--- src/verilog/pmpl_pkg.sv ---
package pmpl_pkg;

  // ****************************************
  // Sizes
  // ****************************************
  localparam int NENT = 8;
  localparam int AXW  = 12;

  // ****************************************
  // Register byte offsets
  // ****************************************
  localparam logic [AXW-1:0] OFF_SECCFG  = 12'h000;
  localparam logic [AXW-1:0] OFF_SECCFGH = 12'h004;
  localparam logic [AXW-1:0] OFF_FAULTS  = 12'h008;
  localparam logic [AXW-1:0] OFF_CFG0    = 12'h020;
  localparam logic [AXW-1:0] OFF_ADDR0   = 12'h040;
  localparam logic [AXW-1:0] ENT_STRIDE  = 12'h004;

  // Architectural numbers of the security configuration halves
  localparam logic [11:0] CSR_SECCFG  = 12'h747;
  localparam logic [11:0] CSR_SECCFGH = 12'h757;

  // ****************************************
  // Field positions
  // ****************************************
  localparam int SEC_MML  = 0;
  localparam int SEC_MACHINE_ALLOWLIST_POLICY_FLAG = 1;
  localparam int SEC_RLB  = 2;
  localparam int CFG_R    = 0;
  localparam int CFG_W    = 1;
  localparam int CFG_X    = 2;
  localparam int CFG_A    = 3;
  localparam int CFG_L    = 7;

  // ****************************************
  // Reset values and bus answers
  // ****************************************
  localparam logic [2:0]  SECCFG_RST = 3'h0;
  localparam logic [7:0]  CFG_RST    = 8'h00;
  localparam logic [31:0] ADDR_RST   = 32'h0;
  localparam logic [1:0]  RESP_OKAY  = 2'h0;
  localparam logic [1:0]  RESP_SLVERR = 2'h2;

  typedef enum logic [1:0] {ACC_FETCH, ACC_LOAD, ACC_STORE} pmpl_acc_t;

endpackage : pmpl_pkg

--- src/verilog/pmpl_check.sv ---
// Chosen here: the register addresses and the AXI4-Lite register port.
`timescale 1ns/10ps
// Operation
// (RULE1) Unlocked shared: no exec, M rw, S/U by X
// (RULE2) Locked shared: no write, exec both, M read if X
// (RULE3) Locked shared entry ignores writes unless bypass
// (RULE4) All-ones nibble: locked shared read-only data
// (RULE5) Drop executable M-only or shared config writes
// (RULE6) M fetch only from M-only or shared code
// (RULE7) Without lockdown, read-clear write-set stays reserved
// (RULE8) All-clear nibble faults every mode
// (RULE9) Unlocked plain entry: M faults, S/U encoded
// (RULE10) Locked plain entry: M encoded, S/U faults
// (RULE11) Locked shared with X: S/U exec, M rx
// (RULE12) Lockdown, allowlist sticky; bypass sticky when clear; code keeps bypass clear only while an entry is locked
// (RULE13) Locked entry with bypass clear freezes bypass
// (RULE14) Boot firmware sets flags early for discovery
// (RULE15) Software places locked entries at higher priority
// (RULE16) Bypass may be tied to zero
// (RULE17) Security config 64 bits, split halves
// (RULE18) Bit 2 bypass lets locked entries change
// (RULE19) Bit 1 allowlist denies unmatched M accesses
// (RULE20) Bit 0 lockdown changes lock meaning
// (RULE21) Lowest matching entry index decides
// (RULE22) Denied access raises matching fault, suppressed
module pmpl_check
  import pmpl_pkg::*;
#(
  parameter bit RLB_EN = 1'b1
) (
  input  wire logic             clock,
  input  wire logic             reset,
  input  wire logic             s_axi_awvalid,
  output logic                  s_axi_awready,
  input  wire logic [AXW-1:0]   s_axi_awaddr,
  input  wire logic             s_axi_wvalid,
  output logic                  s_axi_wready,
  input  wire logic [31:0]      s_axi_wdata,
  input  wire logic [3:0]       s_axi_wstrb,
  output logic                  s_axi_bvalid,
  input  wire logic             s_axi_bready,
  output logic [1:0]            s_axi_bresp,
  input  wire logic             s_axi_arvalid,
  output logic                  s_axi_arready,
  input  wire logic [AXW-1:0]   s_axi_araddr,
  output logic                  s_axi_rvalid,
  input  wire logic             s_axi_rready,
  output logic [31:0]           s_axi_rdata,
  output logic [1:0]            s_axi_rresp,
  input  wire logic             chk_valid,
  input  wire logic [31:0]      chk_addr,
  input  wire pmpl_acc_t        chk_type,
  input  wire logic             chk_priv_m,
  output logic                  rsp_valid_q,
  output logic                  rsp_allow_q,
  output logic                  rsp_fetch_fault_q,
  output logic                  rsp_load_fault_q,
  output logic                  rsp_store_fault_q
);

  // ****************************************
  // State
  // ****************************************
  logic             mml_q, machine_allowlist_policy_flag_q, rlb_q;
  logic [7:0]       cfg_q  [NENT];
  logic [31:0]      addr_q [NENT];
  logic [31:0]      faults_q;
  logic             aw_have_q, w_have_q, bvalid_q, rvalid_q;
  logic [AXW-1:0]   aw_addr_q;
  logic [31:0]      w_data_q, rdata_q;
  logic [3:0]       w_strb_q;
  logic [1:0]       bresp_q, rresp_q;
  logic             wr_fire;
  logic [NENT-1:0]  match, lockbit;
  logic             any_l, hit;
  logic [3:0]       nib;
  logic [2:0]       perm;
  logic             ok;

  function automatic logic [31:0] merge(input logic [31:0] old, input logic [31:0] nw, input logic [3:0] st);
    logic [31:0] r;
    r = old;
    for (int b = 0; b < 4; b++) begin
      if (st[b]) begin
        r[b*8 +: 8] = nw[b*8 +: 8];
      end
    end
    return r;
  endfunction : merge

  function automatic logic [AXW-1:0] ent_off(input logic [AXW-1:0] base, input int i);
    return base + ENT_STRIDE * AXW'(i);
  endfunction : ent_off

  // ****************************************
  // Bus slave: write path
  // ****************************************
  assign s_axi_awready = !aw_have_q && !bvalid_q;
  assign s_axi_wready  = !w_have_q && !bvalid_q;
  assign s_axi_bvalid  = bvalid_q;
  assign s_axi_bresp   = bresp_q;
  assign wr_fire       = aw_have_q && w_have_q && !bvalid_q;

  always_ff @(posedge clock) begin
    if (reset) begin
      aw_have_q <= 1'b0;
      aw_addr_q <= '0;
    end else if (s_axi_awvalid && s_axi_awready) begin
      aw_have_q <= 1'b1;
      aw_addr_q <= s_axi_awaddr;
    end else if (wr_fire) begin
      aw_have_q <= 1'b0;
    end
  end

  always_ff @(posedge clock) begin
    if (reset) begin
      w_have_q <= 1'b0;
      w_data_q <= '0;
      w_strb_q <= '0;
    end else if (s_axi_wvalid && s_axi_wready) begin
      w_have_q <= 1'b1;
      w_data_q <= s_axi_wdata;
      w_strb_q <= s_axi_wstrb;
    end else if (wr_fire) begin
      w_have_q <= 1'b0;
    end
  end

  // Locked writes still answer OKAY: the value simply stays, as software expects of WARL fields
  always_ff @(posedge clock) begin
    if (reset) begin
      bvalid_q <= 1'b0;
      bresp_q  <= RESP_OKAY;
    end else if (wr_fire) begin
      bvalid_q <= 1'b1;
      bresp_q  <= (aw_addr_q == OFF_SECCFG || aw_addr_q == OFF_SECCFGH || aw_addr_q == OFF_FAULTS
                   || (aw_addr_q >= OFF_CFG0 && aw_addr_q < ent_off(OFF_CFG0, NENT) && aw_addr_q[1:0] == 2'b00)
                   || (aw_addr_q >= OFF_ADDR0 && aw_addr_q < ent_off(OFF_ADDR0, NENT) && aw_addr_q[1:0] == 2'b00))
                  ? RESP_OKAY : RESP_SLVERR;
    end else if (s_axi_bready) begin
      bvalid_q <= 1'b0;
    end
  end

  // ****************************************
  // Security configuration flags
  // ****************************************
  always_ff @(posedge clock) begin
    if (reset) begin
      {rlb_q, machine_allowlist_policy_flag_q, mml_q} <= SECCFG_RST;
    end else if (wr_fire && aw_addr_q == OFF_SECCFG && w_strb_q[0]) begin
      mml_q  <= mml_q | w_data_q[SEC_MML];                                  // RULE12 RULE20
      machine_allowlist_policy_flag_q <= machine_allowlist_policy_flag_q | w_data_q[SEC_MACHINE_ALLOWLIST_POLICY_FLAG];                                // RULE12 RULE19
      if (RLB_EN && (rlb_q || !any_l)) begin                                // RULE13 RULE16
        rlb_q <= w_data_q[SEC_RLB];                                         // RULE18
      end
    end
  end

  // ****************************************
  // Entries
  // ****************************************
  for (genvar i = 0; i < NENT; i++) begin : g_ent
    logic [31:0] lo;
    logic [7:0]  nc;
    logic        drop;
    assign lo         = (i == 0) ? 32'h0 : addr_q[(i == 0) ? 0 : i-1];
    // Nonzero address mode means top-of-range against the previous entry
    assign match[i]   = (cfg_q[i][CFG_A +: 2] != 2'b00) && chk_addr >= lo && chk_addr < addr_q[i];
    assign lockbit[i] = cfg_q[i][CFG_L];
    assign nc         = w_data_q[7:0];
    // Executable M-only or locked shared code may not be added once lockdown is on and bypass is clear
    assign drop = mml_q && !rlb_q && nc[CFG_L] && !(nc[CFG_R] && nc[CFG_W] && nc[CFG_X])
                  && (nc[CFG_X] || (!nc[CFG_R] && nc[CFG_W]));               // RULE5

    always_ff @(posedge clock) begin
      if (reset) begin
        cfg_q[i] <= CFG_RST;
      end else if (wr_fire && aw_addr_q == ent_off(OFF_CFG0, i) && w_strb_q[0]
                   && (!lockbit[i] || rlb_q) && !drop) begin                 // RULE3 RULE18
        cfg_q[i] <= nc;
      end
    end

    always_ff @(posedge clock) begin
      if (reset) begin
        addr_q[i] <= ADDR_RST;
      end else if (wr_fire && aw_addr_q == ent_off(OFF_ADDR0, i) && (!lockbit[i] || rlb_q)) begin // RULE3
        addr_q[i] <= merge(addr_q[i], w_data_q, w_strb_q);
      end
    end
  end

  assign any_l = |lockbit;

  // ****************************************
  // Bus slave: read path
  // ****************************************
  assign s_axi_arready = !rvalid_q;
  assign s_axi_rvalid  = rvalid_q;
  assign s_axi_rdata   = rdata_q;
  assign s_axi_rresp   = rresp_q;

  always_ff @(posedge clock) begin
    if (reset) begin
      rvalid_q <= 1'b0;
      rdata_q  <= '0;
      rresp_q  <= RESP_OKAY;
    end else if (s_axi_arvalid && s_axi_arready) begin
      rvalid_q <= 1'b1;
      rresp_q  <= RESP_OKAY;
      rdata_q  <= '0;
      if (s_axi_araddr == OFF_SECCFG) begin
        rdata_q <= {29'h0, rlb_q, machine_allowlist_policy_flag_q, mml_q};                           // RULE17
      end else if (s_axi_araddr == OFF_SECCFGH) begin
        rdata_q <= 32'h0;
      end else if (s_axi_araddr == OFF_FAULTS) begin
        rdata_q <= faults_q;
      end else begin
        rresp_q <= RESP_SLVERR;
        for (int i = 0; i < NENT; i++) begin
          if (s_axi_araddr == ent_off(OFF_CFG0, i)) begin
            rdata_q <= {24'h0, cfg_q[i]};
            rresp_q <= RESP_OKAY;
          end
          if (s_axi_araddr == ent_off(OFF_ADDR0, i)) begin
            rdata_q <= addr_q[i];
            rresp_q <= RESP_OKAY;
          end
        end
      end
    end else if (s_axi_rready) begin
      rvalid_q <= 1'b0;
    end
  end

  // ****************************************
  // Permission check
  // ****************************************
  always_comb begin
    hit = 1'b0;
    nib = 4'h0;
    for (int i = NENT-1; i >= 0; i--) begin
      if (match[i]) begin                                                   // RULE21
        hit = 1'b1;
        nib = {cfg_q[i][CFG_L], cfg_q[i][CFG_R], cfg_q[i][CFG_W], cfg_q[i][CFG_X]};
      end
    end
  end

  // perm is {read, write, execute}
  always_comb begin
    perm = 3'b000;
    if (!hit) begin
      // Unmatched M access: allowed unless allowlist; never fetch under lockdown
      perm = chk_priv_m ? {!machine_allowlist_policy_flag_q, !machine_allowlist_policy_flag_q, !machine_allowlist_policy_flag_q && !mml_q} : 3'b000; // RULE6 RULE19
    end else if (mml_q) begin
      case (nib)
        4'b0010: perm = chk_priv_m ? 3'b110 : 3'b100;                       // RULE1
        4'b0011: perm = 3'b110;                                             // RULE1
        4'b1010: perm = 3'b001;                                             // RULE2
        4'b1011: perm = chk_priv_m ? 3'b101 : 3'b001;                       // RULE2 RULE11
        4'b1111: perm = 3'b100;                                             // RULE4
        default: perm = (nib[3] == chk_priv_m) ? nib[2:0] : 3'b000;         // RULE8 RULE9 RULE10
      endcase
    end else if (nib[2:1] == 2'b01) begin
      perm = 3'b000;                                                        // RULE7
    end else begin
      perm = (!chk_priv_m || nib[3]) ? nib[2:0] : 3'b111;
    end
  end

  assign ok = (chk_type == ACC_FETCH) ? perm[0] : (chk_type == ACC_LOAD) ? perm[2] : perm[1];

  always_ff @(posedge clock) begin
    if (reset) begin
      rsp_valid_q       <= 1'b0;
      rsp_allow_q       <= 1'b0;
      rsp_fetch_fault_q <= 1'b0;
      rsp_load_fault_q  <= 1'b0;
      rsp_store_fault_q <= 1'b0;
    end else begin
      rsp_valid_q       <= chk_valid;
      rsp_allow_q       <= chk_valid && ok;                                 // RULE22
      rsp_fetch_fault_q <= chk_valid && !ok && chk_type == ACC_FETCH;       // RULE22
      rsp_load_fault_q  <= chk_valid && !ok && chk_type == ACC_LOAD;        // RULE22
      rsp_store_fault_q <= chk_valid && !ok && chk_type == ACC_STORE;       // RULE22
    end
  end

  always_ff @(posedge clock) begin
    if (reset) begin
      faults_q <= '0;
    end else if (chk_valid && !ok) begin
      faults_q <= faults_q + 32'h1;
    end
  end

  // ****************************************
  // Assertions
  // ****************************************
  property p_shared_data_nox;
    @(posedge clock) disable iff (reset)
      chk_valid && mml_q && hit && nib[3:1] == 3'b001 && chk_type == ACC_FETCH |=> rsp_fetch_fault_q;
  endproperty
  a_shared_data_nox: assert property (p_shared_data_nox) else $error("shared data fetched"); // RULE1

  property p_shared_code_now;
    @(posedge clock) disable iff (reset)
      chk_valid && mml_q && hit && nib[3:1] == 3'b101 && chk_type == ACC_STORE |=> rsp_store_fault_q;
  endproperty
  a_shared_code_now: assert property (p_shared_code_now) else $error("shared code written"); // RULE2

  property p_locked_hold;
    @(posedge clock) disable iff (reset)
      cfg_q[0][CFG_L] && !rlb_q |=> $stable(cfg_q[0]) && $stable(addr_q[0]);
  endproperty
  a_locked_hold: assert property (p_locked_hold) else $error("locked entry changed"); // RULE3

  property p_all_ones_ro;
    @(posedge clock) disable iff (reset)
      chk_valid && mml_q && hit && nib == 4'hf |=> rsp_valid_q && (rsp_allow_q == $past(chk_type == ACC_LOAD));
  endproperty
  a_all_ones_ro: assert property (p_all_ones_ro) else $error("all-ones entry misread"); // RULE4

  property p_mfetch_nohit;
    @(posedge clock) disable iff (reset)
      chk_valid && mml_q && !hit && chk_priv_m && chk_type == ACC_FETCH |=> rsp_fetch_fault_q && !rsp_allow_q;
  endproperty
  a_mfetch_nohit: assert property (p_mfetch_nohit) else $error("unmatched M fetch allowed"); // RULE6

  property p_reserved;
    @(posedge clock) disable iff (reset)
      chk_valid && !mml_q && hit && nib[2:1] == 2'b01 |=> !rsp_allow_q;
  endproperty
  a_reserved: assert property (p_reserved) else $error("reserved encoding granted"); // RULE7

  property p_zero_nib;
    @(posedge clock) disable iff (reset)
      chk_valid && mml_q && hit && nib[2:0] == 3'b000 |=> rsp_valid_q && !rsp_allow_q;
  endproperty
  a_zero_nib: assert property (p_zero_nib) else $error("empty entry granted"); // RULE8

  property p_sticky;
    @(posedge clock) disable iff (reset)
      mml_q && machine_allowlist_policy_flag_q |=> mml_q && machine_allowlist_policy_flag_q;
  endproperty
  a_sticky: assert property (p_sticky) else $error("sticky flag cleared"); // RULE12

  property p_rlb_frozen;
    @(posedge clock) disable iff (reset)
      !rlb_q && any_l |=> !rlb_q;
  endproperty
  a_rlb_frozen: assert property (p_rlb_frozen) else $error("bypass set after lock"); // RULE13

  property p_fault_excl;
    @(posedge clock) disable iff (reset)
      rsp_valid_q |-> rsp_allow_q != (rsp_fetch_fault_q || rsp_load_fault_q || rsp_store_fault_q);
  endproperty
  a_fault_excl: assert property (p_fault_excl) else $error("grant and fault together"); // RULE22

  c_mml_fault: cover property (@(posedge clock) disable iff (reset) mml_q && rsp_fetch_fault_q);
  c_shared: cover property (@(posedge clock) disable iff (reset) chk_valid && mml_q && hit && nib == 4'hb);
  c_rlb_lock: cover property (@(posedge clock) disable iff (reset) !rlb_q && any_l && mml_q);

endmodule : pmpl_check

--- config.mk ---
export PLATFORM = sky130hd
export DESIGN_NAME = pmpl_check
export DESIGN_NICKNAME = d
export VERILOG_FILES = /design/src/verilog/pmpl_pkg.sv /design/src/verilog/pmpl_check.sv
export SDC_FILE = /design/constraint.sdc
export NUM_CORES = 1
export LEC_CHECK = 0
export ABC_AREA = 0
export BUFFER_PORTS_ARGS = -buffer_cell sky130_fd_sc_hd__buf_2
export CAP_MARGIN = 20
export CORE_ASPECT_RATIO = 1.2
export CORE_UTILIZATION = 50
export CTS_BUF_LIST = sky130_fd_sc_hd__clkbuf_4
export CTS_CLUSTER_SIZE = 25
export DETAILED_ROUTE_END_ITERATION = 7
export PLACE_DENSITY = 0.76
export SETUP_SLACK_MARGIN = 0.05
export SLEW_MARGIN = 20
export SYNTH_ARGS = -nofsm -noshare
export SYNTH_HDL_FRONTEND = slang
export SYNTH_SLANG_ARGS = --single-unit
export TNS_END_PERCENT = 30
--- constraint.sdc ---
create_clock -name clock -period 5.3 [get_ports clock]
set_clock_uncertainty 0.05 [all_clocks]
set_input_delay 0.265 -clock clock [delete_from_list [all_inputs] [get_ports clock]]
set_output_delay 0.265 -clock clock [all_outputs]
set_load 0.02 [all_outputs]
==> results of run 1 <==
## per-stage QoR
| step | hold WS (ns) | cells |
|---|---|---|
| after detailed placement | 0.398 | 3675 |
| after global placement | 0.390 | 3675 |
| final | 0.0638 | 4021 |
| after global routing | 0.0821 | 4020 |
| after CTS | 0.000102 | 4011 |
| after floorplan | 0.291 | 2764 |
## cell usage in the layout, fill, tap and decap left out, types with 23 or more instances in the layout
master	instances
sky130_fd_sc_hd__nor2_1	103
sky130_fd_sc_hd__dlygate4sd3_1	117
sky130_fd_sc_hd__o22ai_1	24
sky130_fd_sc_hd__clkbuf_4	179
sky130_fd_sc_hd__buf_4	185
sky130_fd_sc_hd__nor4_1	26
sky130_fd_sc_hd__a311oi_1	23
sky130_fd_sc_hd__edfxtp_1	320
sky130_fd_sc_hd__nand4_1	51
sky130_fd_sc_hd__nor3_1	40
sky130_fd_sc_hd__nand2_1	279
sky130_fd_sc_hd__ha_1	256
sky130_fd_sc_hd__clkinv_1	26
sky130_fd_sc_hd__a21oi_1	214
sky130_fd_sc_hd__a22o_1	24
sky130_fd_sc_hd__a221oi_1	64
sky130_fd_sc_hd__inv_1	276
sky130_fd_sc_hd__buf_2	145
sky130_fd_sc_hd__and2_1	312
sky130_fd_sc_hd__dfxtp_1	126
sky130_fd_sc_hd__o21ai_0	91
sky130_fd_sc_hd__or3_1	25
sky130_fd_sc_hd__nand3_1	54
## cell type report
cell class                      count  area, um2
Clock buffer                      179       1340
Tap cell                          705        882
Clock inverter                     33        210
Timing Repair Buffer              459       3480
Sequential cell                   446      12100
Antenna cell                        5       12.5
Fill cell                        4355      20200
Multi-Input combinational cell   1916      13200
Inverter                          278       1040
## per-layer routing
layer	vias up	GRT usage, %	share of wire [%]
li1	11049	-	-
met1	11869	39.4	33
met2	1516	65.3	49
met3	533	7.50	8.6
met4	2	33.5	9.5
met5	-	0	0.013
## Yosys cell counts, drive strengths merged (4+ instances only)
cell type / instances / share of area [%]
a221oi: 65 / 2.1
a31oi: 10 / 0.24
o211ai: 12 / 0.34
nor4: 27 / 0.64
or4: 17 / 0.48
o21a: 6 / 0.17
a2111o: 5 / 0.21
nor2b: 9 / 0.21
nand3b: 4 / 0.11
nor3b: 8 / 0.23
a211oi: 22 / 0.62
nand3: 54 / 1.0
nand4: 52 / 1.3
edfxtp: 320 / 36
inv: 277 / 3.9
o2111ai: 5 / 0.17
a22o: 24 / 0.79
and4: 11 / 0.36
a21oi: 229 / 4.3
a311oi: 23 / 0.76
a211o: 9 / 0.30
a2111oi: 9 / 0.39
o31a: 4 / 0.13
a222oi: 8 / 0.30
o22ai: 24 / 0.57
dfxtp: 126 / 9.5
o31ai: 17 / 0.48
ha: 257 / 12
o21ai: 101 / 1.9
or2: 7 / 0.17
and3: 18 / 0.42
nor3: 45 / 0.89
clkbuf: 112 / 1.6
nor2: 113 / 1.6
and2: 316 / 7.5
a22oi: 21 / 0.59
buf: 12 / 0.25
or3: 31 / 0.73
a21boi: 4 / 0.11
nand2b: 10 / 0.24
a221o: 7 / 0.26
a21o: 18 / 0.51
o211a: 4 / 0.15
nand2: 280 / 4.0
## state kept, by name, indices dropped and copies added, names as in the netlist, 4 cells and up
name,flops
faults_q,32
addr_q,256
w_strb_q,4
cfg_q,64
s_axi_rdata,32
w_data_q,32
aw_addr_q,12
## power by group through the flow
stage	sequential, mW	combinational, mW	clock (mW)
floorplan	4.01	0.594	0
global placement	4.08	1.05	0
detailed placement	4.08	1.08	0
CTS	4.01	1.18	3.18
global route	4.02	1.35	3.36
finish	4.02	1.26	3.18
## kinds of logic (layout without fill, tap and decap cells)
logic type | count (synthesis) | count (layout)
simple gates | 1004 | 1004
mux | 4 | 4
fa+ha+maj | 257 | 257
xor+xnor | 3 | 3
buf+inv | 402 | 949
other cells | 1 | 7
flops | 446 | 446
compound gates | 646 | 646
## worst paths after layout
path / end / start
max: faults_q[21] / addr_q[0][92]
min: rsp_store_fault_q / chk_type[0]
max reg2reg: faults_q[21] / addr_q[0][92]
min reg2reg: s_axi_rresp[1] / s_axi_rresp[1]
## worst max-delay path, stage by stage (launching register included)
cell	delay [ns]
sky130_fd_sc_hd__edfxtp_1	0.56
sky130_fd_sc_hd__inv_2	0.09
sky130_fd_sc_hd__ha_4	0.27
sky130_fd_sc_hd__nand4_1	0.12
sky130_fd_sc_hd__nor4_1	0.31
sky130_fd_sc_hd__buf_4	0.18
sky130_fd_sc_hd__nand2_2	0.04
sky130_fd_sc_hd__o211ai_1	0.38
sky130_fd_sc_hd__buf_4	0.21
sky130_fd_sc_hd__a2111oi_4	0.04
sky130_fd_sc_hd__buf_4	0.17
sky130_fd_sc_hd__or4_1	0.47
sky130_fd_sc_hd__a2111o_1	0.41
sky130_fd_sc_hd__o21ai_2	0.09
sky130_fd_sc_hd__o31ai_4	0.12
sky130_fd_sc_hd__buf_6	0.16
sky130_fd_sc_hd__or3_4	0.38
sky130_fd_sc_hd__a41oi_2	0.21
sky130_fd_sc_hd__nand4_4	0.23
sky130_fd_sc_hd__clkbuf_16	0.23
sky130_fd_sc_hd__or4_1	0.46
sky130_fd_sc_hd__a21oi_1	0.14
## timing repair
action / in CTS / in global routing
hold buffers: 117 / 0
setup buffers: 7 / 3
resized for setup: 11 / 49
gates cloned: 0 / 1
endpoints found under the setup margin: 30 / 32
endpoints found under the hold margin: 77 / 0
pin swaps: 9 / 53
==> impl_metrics.tcl, run 1 <==
set metrics [dict create \
    outcome "complete, but fails checks" \
    failing_checks "setup timing" \
    timing.slew.headroom_pct 16.0 \
    detailed_place.area_mm2 0.0291 \
    synth_top_family_by_area "simple AND/OR/NAND/NOR gates" \
    place_ws_ns -0.385 \
    comb_power_share_pct 14.9 \
    timing.setup.tns_ns -1.69 \
    first_iter_violations 2515 \
    cap_viol_max_count 0 \
    detail_route.wirelength_um 103000 \
    clock-sinks 446 \
    yosys.area_share.simple_pct 19.9 \
    tritoncts.num_buffers 114 \
    ys.flop_type "sky130_fd_sc_hd__edfxtp_1" \
    synth-seq-cells 446 \
    grt_use_total_pct 38.0 \
    netSwitchingFraction_pct 28.6 \
    first_pass_grt_wire_length_um 148000 \
    synth_cell_type_count 77 \
    fin_crit_sh_pct 102 \
    ctsHtreeMaxLevel 3 \
    report.final.slew_viol_count 0 \
    starting_density_of_the_core_pct 50.5 \
    hold_class "in2reg" \
    power_leakage_nw 13.4 \
    clock_tree_root_buffer_cell "sky130_fd_sc_hd__clkbuf_4" \
    core_area_mm2 0.0525 \
    antenna_found_initial 8 \
    synth_area_in_compound_gates_pct 16.2 \
    chipHeight_um 254 \
    critPathArrivalTime_ns 6.16 \
    worst_pin_slew_ns 1.25 \
    fmax_mhz 184 \
    clock_latency_on_the_worst_skew_pair_ns 0.95 \
    seqPwrFrac_pct 47.5 \
    async_reset_ff_share_pct 0 \
    post_route_antenna_net_violation_count 0 \
    critical_path_peak_fanout 7 \
    layout_setup_ws_ns -0.125 \
    yosysSeqAreaShare_pct 45.8 \
    grt_pass1_vias 24959 \
    drtPass1Iterations 6 \
    synth_edf_count 320 \
    power_per_cell_area_mw_per_mm2 262 \
    port-buffer-count 146 \
    grt_setup_unrepaired "yes" \
    clk_transition_reported_paths_ns 0.07 \
    post_synth_inst_count 2763 \
    synth_area_in_xor_xnor_pct 0.0991 \
    dpl.hpwl_um 74800 \
    finalNetCount 3575 \
    power.internal_mw 6.04 \
    drcViolationCount 0 \
    dr_total_vias 24969 \
    design.die.area_mm2 0.0539 \
    pin_count_of_the_biggest_net_entering_global_routing 80 \
    clkPwrFrac_pct 37.6 \
    setup.worst_path.class "reg2reg" \
    post_synth.cell_area_avg_um2 9.59 \
    timing.reg2reg.setup_slack_ns -0.13 \
    drive_above_1_share_pct 18.3 \
    viasPerCell 6.21 \
    setup_viol 27 \
    syn2layout_area_growth_pct 21.7 \
    total_power_mw 8.46 \
    worst_reg_to_reg_path_cell_count 21 \
    final_cell_area_mm2 0.0323 \
    worstSetupEndpointType "register" \
    die_x_um 212 \
    io_pins 149 \
    yosysWarningCount 0 \
    cts_tree "yes" \
    worst-endpoint-required_ns 6.04 \
    timing.final.crit_period_ns 5.43 \
    synth.cell_area_mm2 0.0265 \
    std_cell_rows 92 \
    startpoint_type "register" \
    holdPathStages 3 \
    globalRoute.totalOverflow 0 \
    vdd.ir_drop.worst_uv 220 \
    final_hold_violation_count 0 \
    post_route_utilization_pct 61.4 \
    gp_congestion 1.07 \
    power.switching_mw 2.42 \
    synth_mux_area_share_pct 0.156 \
    wl_per_cell_um 25.6 \
    cts-root-to-sink-buffers 3 \
    synth_fa_ha_area_share_pct 12.1 \
]
Note: power is estimated with default switching activity, not from simulation.
==> inputs of run 2 (changes only) <==
--- a/config.mk
+++ b/config.mk
@@ -8,12 +8,14 @@
 export ABC_AREA = 0
 export BUFFER_PORTS_ARGS = -buffer_cell sky130_fd_sc_hd__buf_2
 export CAP_MARGIN = 20
+export CELL_PAD_IN_SITES_DETAIL_PLACEMENT = 2
+export CELL_PAD_IN_SITES_GLOBAL_PLACEMENT = 2
 export CORE_ASPECT_RATIO = 1.2
-export CORE_UTILIZATION = 50
+export CORE_UTILIZATION = 41
 export CTS_BUF_LIST = sky130_fd_sc_hd__clkbuf_4
 export CTS_CLUSTER_SIZE = 25
 export DETAILED_ROUTE_END_ITERATION = 7
-export PLACE_DENSITY = 0.76
+export PLACE_DENSITY = 0.92
 export SETUP_SLACK_MARGIN = 0.05
 export SLEW_MARGIN = 20
 export SYNTH_ARGS = -nofsm -noshare
==> run 2 against run 1 <==
Effect of this change: the flow now stops in global routing; synthesized cell count is the same; synthesized area unchanged.
==> impl_metrics.tcl, run 2 <==
set metrics [dict create \
    outcome "did not finish" \
    flow.stopped_at "global routing" \
    first-error "[ERROR GRT-0232] Routing congestion too high. Check the congestion heatmap in the GUI." \
    port-buffer-count 146 \
    grt_use_total_pct 60.6 \
    dpl.hpwl_um 94800 \
    yosysSeqAreaShare_pct 45.8 \
    async_reset_ff_share_pct 0 \
    ctsHtreeMaxLevel 3 \
    synth.cell_area_mm2 0.0265 \
    synth_cell_type_count 77 \
    clock-sinks 446 \
    worst_path_end_type "register data pin" \
    synth_edf_count 320 \
    tritoncts.num_buffers 120 \
    clock_tree_root_buffer_cell "sky130_fd_sc_hd__clkbuf_4" \
    std_cell_rows 101 \
    pin_count_of_the_biggest_net_entering_global_routing 61 \
    ys_top_cells_by_count "320 x sky130_fd_sc_hd__edfxtp_1, 313 x sky130_fd_sc_hd__and2_1, 280 x sky130_fd_sc_hd__nand2_1" \
    yosys.cell_count.top_type "sky130_fd_sc_hd__edfxtp_1" \
    yosys-top-cells-area "sky130_fd_sc_hd__edfxtp_1 36%, sky130_fd_sc_hd__ha_1 12%, sky130_fd_sc_hd__dfxtp_1 9.5%" \
    ys.flop_type "sky130_fd_sc_hd__edfxtp_1" \
    die_x_um 234 \
    yosysWarningCount 0 \
    netlist.top_cell.by_area "sky130_fd_sc_hd__edfxtp_1" \
    timing.grt.repair.worst_endpoint "faults_q[18]$_SDFFE_PP0P_/D" \
    synth-seq-cells 446 \
    cts-root-to-sink-buffers 3 \
    globalRoute.totalOverflow 22 \
    place_ws_ns -0.548 \
    post_synth_inst_count 2763 \
    synth.top_cell.area_share_pct 36.3 \
    starting_density_of_the_core_pct 41.7 \
    post_synth.cell_area_avg_um2 9.59 \
    io_pins 149 \
    chipHeight_um 281 \
    gp_congestion 0.981 \
]
run 2: cell counts after synthesis:
Identical to the previous run, type by type.
run 2: per-layer routing:
metal  GRT overflow  track usage (%)
met5              0             12.7
met4             11             62.0
met3              0             37.2
met2             11             85.1
met1              0             57.9
run 2: logic make-up after synthesis:
kind of cell	Yosys count	synth area share, %
multiplexers	4	0.156
buffers and inverters	402	5.77
adder cells (fa/ha/maj)	257	12.1
AND/OR/NAND/NOR	1004	19.9
XOR/XNOR	3	0.0991
flip-flops	446	45.8
other	1	0.0141
AO/OA/AOI/OAI	646	16.2
run 2: stage by stage:
stage,instances,utilization [%],hold slack (ns),instance area [um2]
after CTS,4178,51.7,0.00177,32800
after global placement,3804,46.2,0.390,29400
after floorplan,2764,-,0.291,26500
after detailed placement,3804,46.2,0.408,29400
run 2: timing repair:
action	in CTS
resized for setup	74
buffers inserted	17
gates cloned	3
endpoints found under the setup margin	36
pin swaps	8
hold buffers	127
hold endpoints to repair	57
==> inputs of run 3 (changes only) <==
==> config.mk (replaced) <==
export PLATFORM = sky130hd
export DESIGN_NAME = pmpl_check
export DESIGN_NICKNAME = d
export VERILOG_FILES = /design/src/verilog/pmpl_pkg.sv /design/src/verilog/pmpl_check.sv
export SDC_FILE = /design/constraint.sdc
export NUM_CORES = 1
export LEC_CHECK = 0
export ABC_AREA = 0
export BUFFER_PORTS_ARGS = -buffer_cell sky130_fd_sc_hd__buf_2
export CAP_MARGIN = 20
export CORE_UTILIZATION = 32
export DETAILED_ROUTE_END_ITERATION = 7
export PLACE_DENSITY_LB_ADDON = 0.15
export SLEW_MARGIN = 20
export SYNTH_ARGS = -nofsm -noshare
export SYNTH_HDL_FRONTEND = slang
export SYNTH_SLANG_ARGS = --single-unit
export TNS_END_PERCENT = 30
==> run 3 against run 2 <==
Effect of this change: the run now ends clean.
==> impl_metrics.tcl, run 3 (same netlist as run 1, synthesis figures left out) <==
set metrics [dict create \
    std_cell_rows 105 \
    die_x_um 290 \
    worst-endpoint-required_ns 5.79 \
    netSwitchingFraction_pct 26.9 \
    critical_path_peak_fanout 39 \
    finalNetCount 3478 \
    pin_count_of_the_biggest_net_entering_global_routing 69 \
    setup.worst_path.class "reg2reg" \
    hold_ws_ns 0.148 \
    power_leakage_nw 13.3 \
    grt_pass1_vias 22903 \
    antenna_found_initial 6 \
    post_route_antenna_net_violation_count 0 \
    viasPerCell 5.41 \
    final_hold_violation_count 0 \
    clock_tree_root_buffer_cell "sky130_fd_sc_hd__clkbuf_16" \
    fin_crit_sh_pct 98.0 \
    port-buffer-count 146 \
    ctsHtreeMaxLevel 2 \
    vdd.ir_drop.worst_uv 241 \
    first_iter_violations 1855 \
    cts-root-to-sink-buffers 3 \
    globalRoute.totalOverflow 0 \
    power.switching_mw 2.51 \
    placed_cells_incl_taps 4056 \
    syn2layout_area_growth_pct 23.8 \
    total_power_mw 9.33 \
    most-common-layout-cells "320 x sky130_fd_sc_hd__edfxtp_1, 312 x sky130_fd_sc_hd__and2_1, 279 x sky130_fd_sc_hd__nand2_1" \
    power.internal_mw 6.82 \
    outcome "complete, no violations" \
    design.die.area_mm2 0.0840 \
    tritoncts.num_buffers 55 \
    clkPwrFrac_pct 43.8 \
    fmax_mhz 192 \
    dpl.hpwl_um 80000 \
    io_pins 149 \
    setup_viol 0 \
    clock-sinks 446 \
    gp_congestion 0.940 \
    worst_pin_slew_ns 1.10 \
    hold_class "in2reg" \
    cts_tree "yes" \
    core_area_mm2 0.0820 \
    first_pass_grt_wire_length_um 152000 \
    starting_density_of_the_core_pct 32.3 \
    grt_use_total_pct 24.5 \
    clock_latency_on_the_worst_skew_pair_ns 0.63 \
    stdcell_count 4238 \
    startpoint_type "register" \
    power_per_cell_area_mw_per_mm2 284 \
    chipHeight_um 290 \
    report.final.slew_viol_count 0 \
    mostFrequentLayoutCell "sky130_fd_sc_hd__edfxtp_1" \
    top_flop_regs "addr_q: 256 flops, cfg_q: 64 flops" \
    largest_register "addr_q" \
    largest_register_ffs 256 \
    cap_viol_max_count 0 \
    comb_power_share_pct 13.2 \
    worstSetupEndpointType "register" \
    drive_above_1_share_pct 16.7 \
    grt_setup_unrepaired "no" \
    wl_per_cell_um 24.8 \
    critPathArrivalTime_ns 5.69 \
    seqPwrFrac_pct 43.0 \
    detail_route.wirelength_um 105000 \
    timing.final.crit_period_ns 5.20 \
    dr_total_vias 22938 \
    drtPass1Iterations 6 \
    drcViolationCount 0 \
    timing.slew.headroom_pct 26.6 \
    clk_transition_reported_paths_ns 0.06 \
]
==> run 3: final timing paths <==
check                      from               to  slack, ns  cells after the start
setup / recovery  addr_q[1][89]     faults_q[16]       0.10                     19
hold / removal    s_axi_arvalid  s_axi_rdata[13]       0.15                      4
hold reg to reg   aw_addr_q[11]    aw_addr_q[11]       0.41                      2
setup reg to reg  addr_q[1][89]     faults_q[16]       0.10                     19
==> run 3: final cells by class <==
class                      instances  area, um2
fill                            8162      49200
multi-input combinational       1916      13300
sequential                       446      12100
timing repair buffer             421       3060
clock buffer                      72       1630
tap                             1070       1340
inverter                         278       1040
clock inverter                    32        349
antenna                            3       7.51
==> run 3: routing by layer <==
layer	GRT usage (%)	share of wire (%)	vias to the layer above
met5	0	0	-
li1	-	-	10774
met2	42.5	49	675
met1	31.1	42	11319
met4	9.02	3.9	0
met3	2.88	5.1	170
==> run 3: power groups by stage <==
stage	Combinational [mW]	Clock [mW]	Sequential, mW
floorplan	0.594	0	4.01
global placement	1.12	0	4.09
detailed placement	1.13	0	4.09
CTS	1.19	4.16	4.01
global route	1.35	4.29	4.03
finish	1.23	4.08	4.01
==> run 3: what timing repair did <==
| item | in CTS | in global routing |
|---|---|---|
| endpoints found under the setup margin | 32 | 35 |
| buffers inserted | 5 | 6 |
| endpoints found under the hold margin | 62 | 0 |
| pin swaps | 25 | 15 |
| hold buffers | 64 | 0 |
| gates cloned | 0 | 0 |
| resized for setup | 24 | 36 |
==> run 3: stage by stage <==
step	setup slack [ns]	utilization, %	TNS, ns	instance area, um2
after global placement	-0.354	36.3	-7.29	29800
after detailed placement	-0.479	36.3	-10.78	29800
after CTS	-0.0195	39.7	-0.0351	32600
after global routing	0.00509	40.0	0	32800
final	0.104	40.0	0	32800
after floorplan	0.590	-	0	26500
==> run 3: worst max-delay path, cell delays in order, from the launching register on <==
cell and delay (ns):
sky130_fd_sc_hd__edfxtp_1 0.38, sky130_fd_sc_hd__inv_1 0.06, sky130_fd_sc_hd__ha_1 0.29, sky130_fd_sc_hd__nand4_1 0.18, sky130_fd_sc_hd__buf_4 0.20, sky130_fd_sc_hd__nor4_2 0.46
sky130_fd_sc_hd__buf_4 0.21, sky130_fd_sc_hd__o31a_1 0.22, sky130_fd_sc_hd__nor3_2 0.09, sky130_fd_sc_hd__and2_4 0.17, sky130_fd_sc_hd__buf_4 0.14, sky130_fd_sc_hd__a221o_1 0.42
sky130_fd_sc_hd__a211o_1 0.32, sky130_fd_sc_hd__a2111o_1 0.44, sky130_fd_sc_hd__a32oi_2 0.24, sky130_fd_sc_hd__o211a_1 0.24, sky130_fd_sc_hd__nand4_4 0.11, sky130_fd_sc_hd__buf_12 0.18
sky130_fd_sc_hd__or4_1 0.52, sky130_fd_sc_hd__a21oi_1 0.15
